$ cat src/include/gpio_port_regs.vh
// Constants for the general-purpose port block with alternate functions.
`ifndef GPIO_PORT_REGS_VH
`define GPIO_PORT_REGS_VH
// ==========================================================================
// Port widths and reset values
`define PORT_A_WIDTH        8
`define PORT_B_WIDTH        8
`define PORT_C_WIDTH        5
`define PORT_RESET_VALUE    8'h00
// ==========================================================================
// Alternate-function line positions
`define TIMER_PIN_BIT       1
`define SIN_PIN_BIT         2
`define SERIAL_DATA_OUT_PIN_PIN_BIT        3
`define SCK_PIN_BIT         4
`define ARIN_PIN_BIT        6
`define AROUT_PIN_BIT       7
// ==========================================================================
// Miscellaneous register: serial output enable field position
`define MISC_SERIAL_DATA_OUT_PIN_EN_BIT    0
// ==========================================================================
// Interrupt trigger encodings, one code per port
`define TRIG_FALLING        2'h0
`define TRIG_RISING         2'h1
`define TRIG_LOW_LEVEL      2'h2
`endif

$ cat src/core/gpio_port_alt_function_mux.v
// Three ports (8, 8 and 5 bits wide) with mode decode, overrides and interrupt triggers.
`include "gpio_port_regs.vh"

module gpio_port_alt_function_mux #(
  parameter AW = `PORT_A_WIDTH,
  parameter BW = `PORT_B_WIDTH,
  parameter CW = `PORT_C_WIDTH
) (
  // Clock and reset
  input  wire          clk,
  input  wire          rstn,
  // Register write port: one strobe per register, byte of write data
  input  wire [7:0]    wdata,
  input  wire [2:0]    wr_data,
  input  wire [2:0]    wr_dir,
  input  wire [2:0]    wr_opt,
  input  wire          wr_misc,
  input  wire          wr_trig,
  // Register read-back of the data registers (pin level for inputs)
  output reg  [AW-1:0] first_port_level_reg,
  output reg  [BW-1:0] second_port_level_reg,
  output reg  [CW-1:0] third_port_level_reg,
  // Read-back of direction registers
  output reg  [BW-1:0] second_port_direction,
  output reg  [CW-1:0] third_port_direction,
  // Pins of port A
  input  wire [AW-1:0] pa_in,
  output reg  [AW-1:0] pa_out,
  output reg  [AW-1:0] pa_oe,
  output reg  [AW-1:0] pa_pullup,
  output reg  [AW-1:0] pa_analog,
  // Pins of port B
  input  wire [BW-1:0] pb_in,
  output reg  [BW-1:0] pb_out,
  output reg  [BW-1:0] pb_oe,
  output reg  [BW-1:0] pb_pullup,
  // Pins of port C
  input  wire [CW-1:0] pc_in,
  output reg  [CW-1:0] pc_out,
  output reg  [CW-1:0] pc_oe,
  output reg  [CW-1:0] pc_pullup,
  output reg  [CW-1:0] pc_analog,
  // Peripheral controls
  input  wire          timer_pin_drive_select,
  input  wire          timer_out,
  input  wire          pwm_pin_drive_enable,
  input  wire          pwm_out,
  input  wire          serial_clock_source_select,
  input  wire          spi_serial_data_out_pin,
  input  wire          spi_sck_out,
  // Peripheral inputs fed from pins
  output reg           timer_in,
  output reg           reload_timer_in,
  output reg           spi_sin,
  output reg           spi_sck_in,
  // Interrupt requests, one per port
  output reg  [2:0]    port_irq
);

  // ========================================================================
  // Port registers
  reg [AW-1:0] dra_q, ddra_q, ora_q;
  reg [BW-1:0] drb_q, second_port_direction_q, orb_q;
  reg [CW-1:0] drc_q, third_port_direction_q, orc_q;
  reg          misc_q;
  reg [5:0]    trig_q;

  always @(posedge clk or negedge rstn) begin
    if (!rstn) begin
      dra_q  <= {AW{1'b0}};
      ddra_q <= {AW{1'b0}};
      ora_q  <= {AW{1'b0}};
      drb_q  <= {BW{1'b0}};
      second_port_direction_q <= {BW{1'b0}};
      orb_q  <= {BW{1'b0}};
      drc_q  <= {CW{1'b0}};
      third_port_direction_q <= {CW{1'b0}};
      orc_q  <= {CW{1'b0}};
      misc_q <= 1'b0;
      trig_q <= 6'h00;
    end else begin
      // Writes land on the next edge.
      if (wr_data[0]) dra_q  <= wdata[AW-1:0];
      if (wr_dir[0])  ddra_q <= wdata[AW-1:0];
      if (wr_opt[0])  ora_q  <= wdata[AW-1:0];
      if (wr_data[1]) drb_q  <= wdata[BW-1:0];
      if (wr_dir[1])  second_port_direction_q <= wdata[BW-1:0];
      if (wr_opt[1])  orb_q  <= wdata[BW-1:0];
      if (wr_data[2]) drc_q  <= wdata[CW-1:0];
      if (wr_dir[2])  third_port_direction_q <= wdata[CW-1:0];
      if (wr_opt[2])  orc_q  <= wdata[CW-1:0];
      if (wr_misc)    misc_q <= wdata[`MISC_SERIAL_DATA_OUT_PIN_EN_BIT];
      if (wr_trig)    trig_q <= wdata[5:0];
    end
  end

  // ========================================================================
  // Pin synchronisers
  reg [AW-1:0] pa_s1_q, pa_s2_q;
  reg [BW-1:0] pb_s1_q, pb_s2_q;
  reg [CW-1:0] pc_s1_q, pc_s2_q;

  always @(posedge clk or negedge rstn) begin
    if (!rstn) begin
      pa_s1_q <= {AW{1'b0}};
      pa_s2_q <= {AW{1'b0}};
      pb_s1_q <= {BW{1'b0}};
      pb_s2_q <= {BW{1'b0}};
      pc_s1_q <= {CW{1'b0}};
      pc_s2_q <= {CW{1'b0}};
    end else begin
      pa_s1_q <= pa_in;
      pa_s2_q <= pa_s1_q;
      pb_s1_q <= pb_in;
      pb_s2_q <= pb_s1_q;
      pc_s1_q <= pc_in;
      pc_s2_q <= pc_s1_q;
    end
  end

  // ========================================================================
  // Mode decode. Output data low pulls down; open drain never drives high,
  // so a high bit releases the pin rather than driving it.
  reg [AW-1:0] pa_out_d, pa_oe_d, pa_pu_d, pa_an_d, pa_int_d;
  reg [BW-1:0] pb_out_d, pb_oe_d, pb_pu_d, pb_int_d;
  reg [CW-1:0] pc_out_d, pc_oe_d, pc_pu_d, pc_an_d, pc_int_d;
  integer i;
  integer j;

  always @* begin
    for (i = 0; i < AW; i = i + 1) begin
      pa_pu_d[i]  = ~ddra_q[i] & ~dra_q[i];
      pa_int_d[i] = ~ddra_q[i] & ora_q[i] & ~dra_q[i];
      pa_an_d[i]  = ~ddra_q[i] & ora_q[i] & dra_q[i];
      pa_out_d[i] = dra_q[i];
      // Push-pull drives both levels, open drain only sinks.
      pa_oe_d[i]  = ddra_q[i] & (ora_q[i] | ~dra_q[i]);
    end
    for (i = 0; i < BW; i = i + 1) begin
      pb_pu_d[i]  = ~second_port_direction_q[i] & ~drb_q[i];
      pb_int_d[i] = ~second_port_direction_q[i] & orb_q[i] & ~drb_q[i];
      pb_out_d[i] = drb_q[i];
      pb_oe_d[i]  = second_port_direction_q[i] & (orb_q[i] | ~drb_q[i]);
    end
    for (i = 0; i < CW; i = i + 1) begin
      pc_pu_d[i]  = ~third_port_direction_q[i] & ~drc_q[i];
      pc_int_d[i] = ~third_port_direction_q[i] & orc_q[i] & ~drc_q[i];
      pc_an_d[i]  = ~third_port_direction_q[i] & orc_q[i] & drc_q[i];
      pc_out_d[i] = drc_q[i];
      pc_oe_d[i]  = third_port_direction_q[i] & (orc_q[i] | ~drc_q[i]);
    end
    // Port B has no analog path: option 1, data 1 is a plain input there.
    // Alternate-function overrides take the pin away from the port.
    if (timer_pin_drive_select) begin
      pc_out_d[`TIMER_PIN_BIT] = timer_out;
      pc_oe_d[`TIMER_PIN_BIT]  = 1'b1;
      pc_pu_d[`TIMER_PIN_BIT]  = 1'b0;
      pc_an_d[`TIMER_PIN_BIT]  = 1'b0;
      pc_int_d[`TIMER_PIN_BIT] = 1'b0;
    end
    if (pwm_pin_drive_enable) begin
      pb_out_d[`AROUT_PIN_BIT] = pwm_out;
      pb_oe_d[`AROUT_PIN_BIT]  = 1'b1;
      pb_pu_d[`AROUT_PIN_BIT]  = 1'b0;
      pb_int_d[`AROUT_PIN_BIT] = 1'b0;
    end
    if (misc_q) begin
      pc_out_d[`SERIAL_DATA_OUT_PIN_PIN_BIT] = spi_serial_data_out_pin;
      pc_oe_d[`SERIAL_DATA_OUT_PIN_PIN_BIT]  = 1'b1;
      pc_pu_d[`SERIAL_DATA_OUT_PIN_PIN_BIT]  = 1'b0;
      pc_an_d[`SERIAL_DATA_OUT_PIN_PIN_BIT]  = 1'b0;
      pc_int_d[`SERIAL_DATA_OUT_PIN_PIN_BIT] = 1'b0;
    end
    // Master clock only in push-pull output with the select set; with the
    // select low the pin stays ordinary port I/O.
    if (serial_clock_source_select && third_port_direction_q[`SCK_PIN_BIT] &&
        orc_q[`SCK_PIN_BIT]) begin
      pc_out_d[`SCK_PIN_BIT] = spi_sck_out;
      pc_oe_d[`SCK_PIN_BIT]  = 1'b1;
    end
  end

  // ========================================================================
  // Read-back: inputs show the live pin, outputs the latch.
  wire [AW-1:0] pa_rd = (ddra_q & dra_q) | (~ddra_q & pa_s2_q);
  wire [BW-1:0] pb_rd = (second_port_direction_q & drb_q) | (~second_port_direction_q & pb_s2_q);
  wire [CW-1:0] pc_rd = (third_port_direction_q & drc_q) | (~third_port_direction_q & pc_s2_q);

  // ========================================================================
  // Interrupt trigger per port: any enabled pin meeting its condition.
  reg  [AW-1:0] pa_prev_q;
  reg  [BW-1:0] pb_prev_q;
  reg  [CW-1:0] pc_prev_q;
  wire [2:0]    fall_hit, rise_hit, low_hit;
  reg  [2:0]    irq_d;

  assign fall_hit = {|(pc_int_d & pc_prev_q & ~pc_s2_q),
                     |(pb_int_d & pb_prev_q & ~pb_s2_q),
                     |(pa_int_d & pa_prev_q & ~pa_s2_q)};
  assign rise_hit = {|(pc_int_d & ~pc_prev_q & pc_s2_q),
                     |(pb_int_d & ~pb_prev_q & pb_s2_q),
                     |(pa_int_d & ~pa_prev_q & pa_s2_q)};
  assign low_hit  = {|(pc_int_d & ~pc_s2_q),
                     |(pb_int_d & ~pb_s2_q),
                     |(pa_int_d & ~pa_s2_q)};

  always @* begin
    for (j = 0; j < 3; j = j + 1) begin
      case (trig_q[2*j +: 2])
        `TRIG_FALLING:   irq_d[j] = fall_hit[j];
        `TRIG_RISING:    irq_d[j] = rise_hit[j];
        `TRIG_LOW_LEVEL: irq_d[j] = low_hit[j];
        default:         irq_d[j] = 1'b0;
      endcase
    end
  end

  // ========================================================================
  // Output registers
  always @(posedge clk or negedge rstn) begin
    if (!rstn) begin
      pa_prev_q             <= {AW{1'b1}};
      pb_prev_q             <= {BW{1'b1}};
      pc_prev_q             <= {CW{1'b1}};
      first_port_level_reg  <= {AW{1'b0}};
      second_port_level_reg <= {BW{1'b0}};
      third_port_level_reg  <= {CW{1'b0}};
      second_port_direction <= {BW{1'b0}};
      third_port_direction  <= {CW{1'b0}};
      pa_out    <= {AW{1'b0}};
      pa_oe     <= {AW{1'b0}};
      pa_pullup <= {AW{1'b1}};
      pa_analog <= {AW{1'b0}};
      pb_out    <= {BW{1'b0}};
      pb_oe     <= {BW{1'b0}};
      pb_pullup <= {BW{1'b1}};
      pc_out    <= {CW{1'b0}};
      pc_oe     <= {CW{1'b0}};
      pc_pullup <= {CW{1'b1}};
      pc_analog <= {CW{1'b0}};
      timer_in        <= 1'b0;
      reload_timer_in <= 1'b0;
      spi_sin         <= 1'b0;
      spi_sck_in      <= 1'b0;
      port_irq        <= 3'h0;
    end else begin
      pa_prev_q             <= pa_s2_q;
      pb_prev_q             <= pb_s2_q;
      pc_prev_q             <= pc_s2_q;
      first_port_level_reg  <= pa_rd;
      second_port_level_reg <= pb_rd;
      third_port_level_reg  <= pc_rd;
      second_port_direction <= second_port_direction_q;
      third_port_direction  <= third_port_direction_q;
      pa_out    <= pa_out_d;
      pa_oe     <= pa_oe_d;
      pa_pullup <= pa_pu_d;
      pa_analog <= pa_an_d;
      pb_out    <= pb_out_d;
      pb_oe     <= pb_oe_d;
      pb_pullup <= pb_pu_d;
      pc_out    <= pc_out_d;
      pc_oe     <= pc_oe_d;
      pc_pullup <= pc_pu_d;
      pc_analog <= pc_an_d;
      // Timer input follows the pin while the port owns it.
      timer_in        <= pc_s2_q[`TIMER_PIN_BIT] & ~timer_pin_drive_select;
      reload_timer_in <= pb_s2_q[`ARIN_PIN_BIT];
      spi_sin         <= pc_s2_q[`SIN_PIN_BIT] &
                         ~third_port_direction_q[`SIN_PIN_BIT];
      spi_sck_in      <= pc_s2_q[`SCK_PIN_BIT] &
                         ~third_port_direction_q[`SCK_PIN_BIT] &
                         ~serial_clock_source_select;
      port_irq        <= irq_d;
    end
  end

endmodule

$ cat config.mk
export PLATFORM = sky130hd
export DESIGN_NAME = gpio_port_alt_function_mux
export DESIGN_NICKNAME = d
export VERILOG_FILES = /design/src/core/gpio_port_alt_function_mux.v
export VERILOG_INCLUDE_DIRS = /design/src /design/src/include
export SDC_FILE = /design/constraint.sdc
export NUM_CORES = 1
export LEC_CHECK = 0
export BUFFER_PORTS_ARGS = -buffer_cell sky130_fd_sc_hd__buf_2
export CAP_MARGIN = 15
export CORE_UTILIZATION = 39
export CTS_BUF_LIST = sky130_fd_sc_hd__clkbuf_8
export CTS_CLUSTER_SIZE = 30
export DETAILED_ROUTE_END_ITERATION = 8
export GPL_ROUTABILITY_DRIVEN = 0
export SLEW_MARGIN = 25
export SYNTH_ARGS = -nofsm -noshare
export SYNTH_HDL_FRONTEND = slang
export SYNTH_SLANG_ARGS = --single-unit
$ cat constraint.sdc
create_clock -name clk -period 2 [get_ports clk]
set_input_delay 0.2 -clock clk [delete_from_list [all_inputs] [get_ports clk]]
set_output_delay 0.2 -clock clk [all_outputs]
set_load 0.005 [all_outputs]
==> run metrics <==
Die Ht approximately 150 um; CP cell instances nor4b_1 > a22oi_1 > nand3_1 > a211oi_1 > a211oi_1; total iterations of the first detailed-routing run 4; EDFF count, synth 0; Fin Clk Skew around 16 ps; worst slew pin tran around 490 ps; HP Class input port to register; Final Core Density roughly half; Fin Hold WS between 30 and 40 ps; unrepaired setup endpoints after global routing false; layout cell share with drive strength beyond 1 42.3%; ANT nets after route 0; kind of critical path register to register; Placement Cell Area ~0.0097 mm^2; CP required approximately 2400 ps; period utilization between 80% and 90%; leakage dissipation between 5 and 6 nW; clk root buf clkbuf_8; nets around 840; CP dominant cell by count a211oi_1; P per Cell Area slightly above 1000 mW/mm^2; Placed Cells 986; GRT overflow 0; Bufs and invs on worst path 0; vias per cell between 4 and 5; 1st-iter DRT viols 238; CTS buffer count 42; CTS Sinks 250; total track usage between 10% and 20%; HPWL after detailed placement 12.6 mm; Worst-path clk slew about 60 ps; Max Transition Viols Final 0; highest clock rate just over 600 MHz; number of diodes 0; CP Capture Type register; global-route wire length before repair between 20 and 30 mm; max cap viols 0; Synth area leader dfrtp_1; element type at the critical path start register; Synth Net Count 602; Final Hold Viols 0; Area growth syn-to-layout 27.6%; Unique masters post-synth 40; Synth area leaders dfrtp_1, dfstp_2, mux2_2; Die Wd between 100 and 150 um; crit path max-delay cell type nor4b_1; #FFs+latches synth 250; largest net degree at the start of global routing 84; Synth top area share around three fifths; Wirelength per Cell about 17 um; Clock Path Buffers 3; Top FF cell, synth dfrtp_1; IO Count roughly 170; port bufs roughly 170; fraction of registers with async set/reset 100%; max incr delay on CP about 490 ps; CTS tree yes; Post-CTS Resized 0; Final Cell Area approximately 0.011 mm^2; Core ar. ~0.021 mm^2; Fillers about 1900; H-tree levels 2; most common cell after layout, fill and taps aside dfrtp_1; final setup fails 0; Crit Path Max Fanout 7; Crit path max-delay family simple AND/OR/NAND/NOR gates; Post-Synthesis Mean Instance Area 15.3 um^2; Post-Route WL around 19 mm; initial antenna violation count 0; die area 0.0223 mm^2; Residual DRC 0; most frequent cells in the layout dfrtp_1, buf_2, mux2_2; Arr. time, crit path between 2000 and 2500 ps; status finished, final reports clean; row count 53; VDD IR-drop max ~0.00046 V; via count roughly 5200; sum of negative setup slack 0 ps; Clock Latency Late Sink between 500 and 600 ps; Yosys warnings 0; Post-Syn Area approximately 0.0085 mm^2; Min Clock Period, post-route 1610 ps; post-synthesis sequential area ratio 74.4%; relative slew slack 67.2%; Synth Instances 553; Starting Density between 40% and 50%; vias in the first global route approximately 5500; Finished Layout Cells between 1000 and 1500
==> Yosys cell counts (2+ instances only) <==
| master | instances |
|---|---|
| and4b_1 | 7 |
| dfstp_2 | 42 |
| inv_1 | 22 |
| nor3b_1 | 10 |
| nand4_1 | 2 |
| nand4b_1 | 4 |
| mux2_2 | 73 |
| a21o_1 | 4 |
| a22oi_1 | 8 |
| nand2b_1 | 4 |
| nor4b_1 | 17 |
| a21oi_1 | 2 |
| a41o_1 | 2 |
| o21ai_0 | 21 |
| nor2b_1 | 3 |
| a21boi_0 | 18 |
| dfrtp_1 | 208 |
| nor3_1 | 3 |
| nand3_1 | 7 |
| nor4_1 | 9 |
| a211oi_1 | 3 |
| nand2_1 | 27 |
| nor2_1 | 28 |
| clkbuf_1 | 13 |
==> repair_timing <==
| action | CTS | global route |
|---|---|---|
| setup buffers | 0 | 0 |
| endpoints found under the hold margin | 252 | 0 |
| hold buffers | 33 | 0 |
==> per-stage QoR <==
step | setup slack [ps] | total power [mW]
after detailed placement | 427 | 6.92
after CTS | 408 | 11.3
after floorplan | 575 | 6.29
final | 393 | 11.1
after global routing | 284 | 11.7
after global placement | 472 | 6.87
==> layer usage <==
| metal | wire (um) | part of all wire (%) | global-route usage [%] |
|---|---|---|---|
| met4 | 337 | 1.8 | 6.17 |
| met2 | 8770 | 46 | 27.4 |
| met3 | 1120 | 5.9 | 4.09 |
| met1 | 8670 | 46 | 24.1 |
| met5 | 0 | 0 | 0 |
==> final cells by class <==
class	instances	area [um^2]	share of cell area (%)
clock inverter	25	133	1.23
sequential	250	6310	58.3
timing repair buffer	204	1240	11.4
clock buffer	49	674	6.23
multi-input combinational	268	2040	18.9
inverter	22	82.6	0.763
tap	275	344	3.18
==> final timing paths <==
check                           slack (ps)                endpoint                  from  cells after the start
max in group asynchronous             1180  pa_prev_q[6]$_DFF_PN1_                  rstn                      3
min in group asynchronous              110    pa_s2_q[5]$_DFF_PN0_                  rstn                      2
worst max-delay path                   390   port_irq[0]$_DFF_PN0_  dra_q[7]$_DFFE_PN0P_                      5
worst min register to register         350    pc_s2_q[4]$_DFF_PN0_  pc_s1_q[4]$_DFF_PN0_                      0
worst max register to register         390   port_irq[0]$_DFF_PN0_  dra_q[7]$_DFFE_PN0P_                      5
worst min-delay path                    30    ora_q[5]$_DFFE_PN0P_              wdata[5]                      3
==> tightest hold or removal path, cell delays in order <==
cell     delay, ps
buf_2          160
nand2_1         70
o21ai_0         70
==> power by group <==
group / internal (mW) / total, mW / leakage, nW / switching, mW
Combinational: 0.517 / 1.01 / 1.66 / 0.489
Clock: 2.35 / 4.27 / 0.478 / 1.92
Sequential: 5.56 / 5.86 / 2.92 / 0.300
Total: 8.43 / 11.1 / 5.06 / 2.70
==> cells by family after synthesis <==
family	count (synthesis)	share of synthesized area (%)
DFF	250	74.4
AOI/OAI and AO/OA	64	5.12
and+or+nand+nor	131	9.25
muxes	73	9.69
buffers and inverters	35	1.55
(Power assumes the default switching activity.)
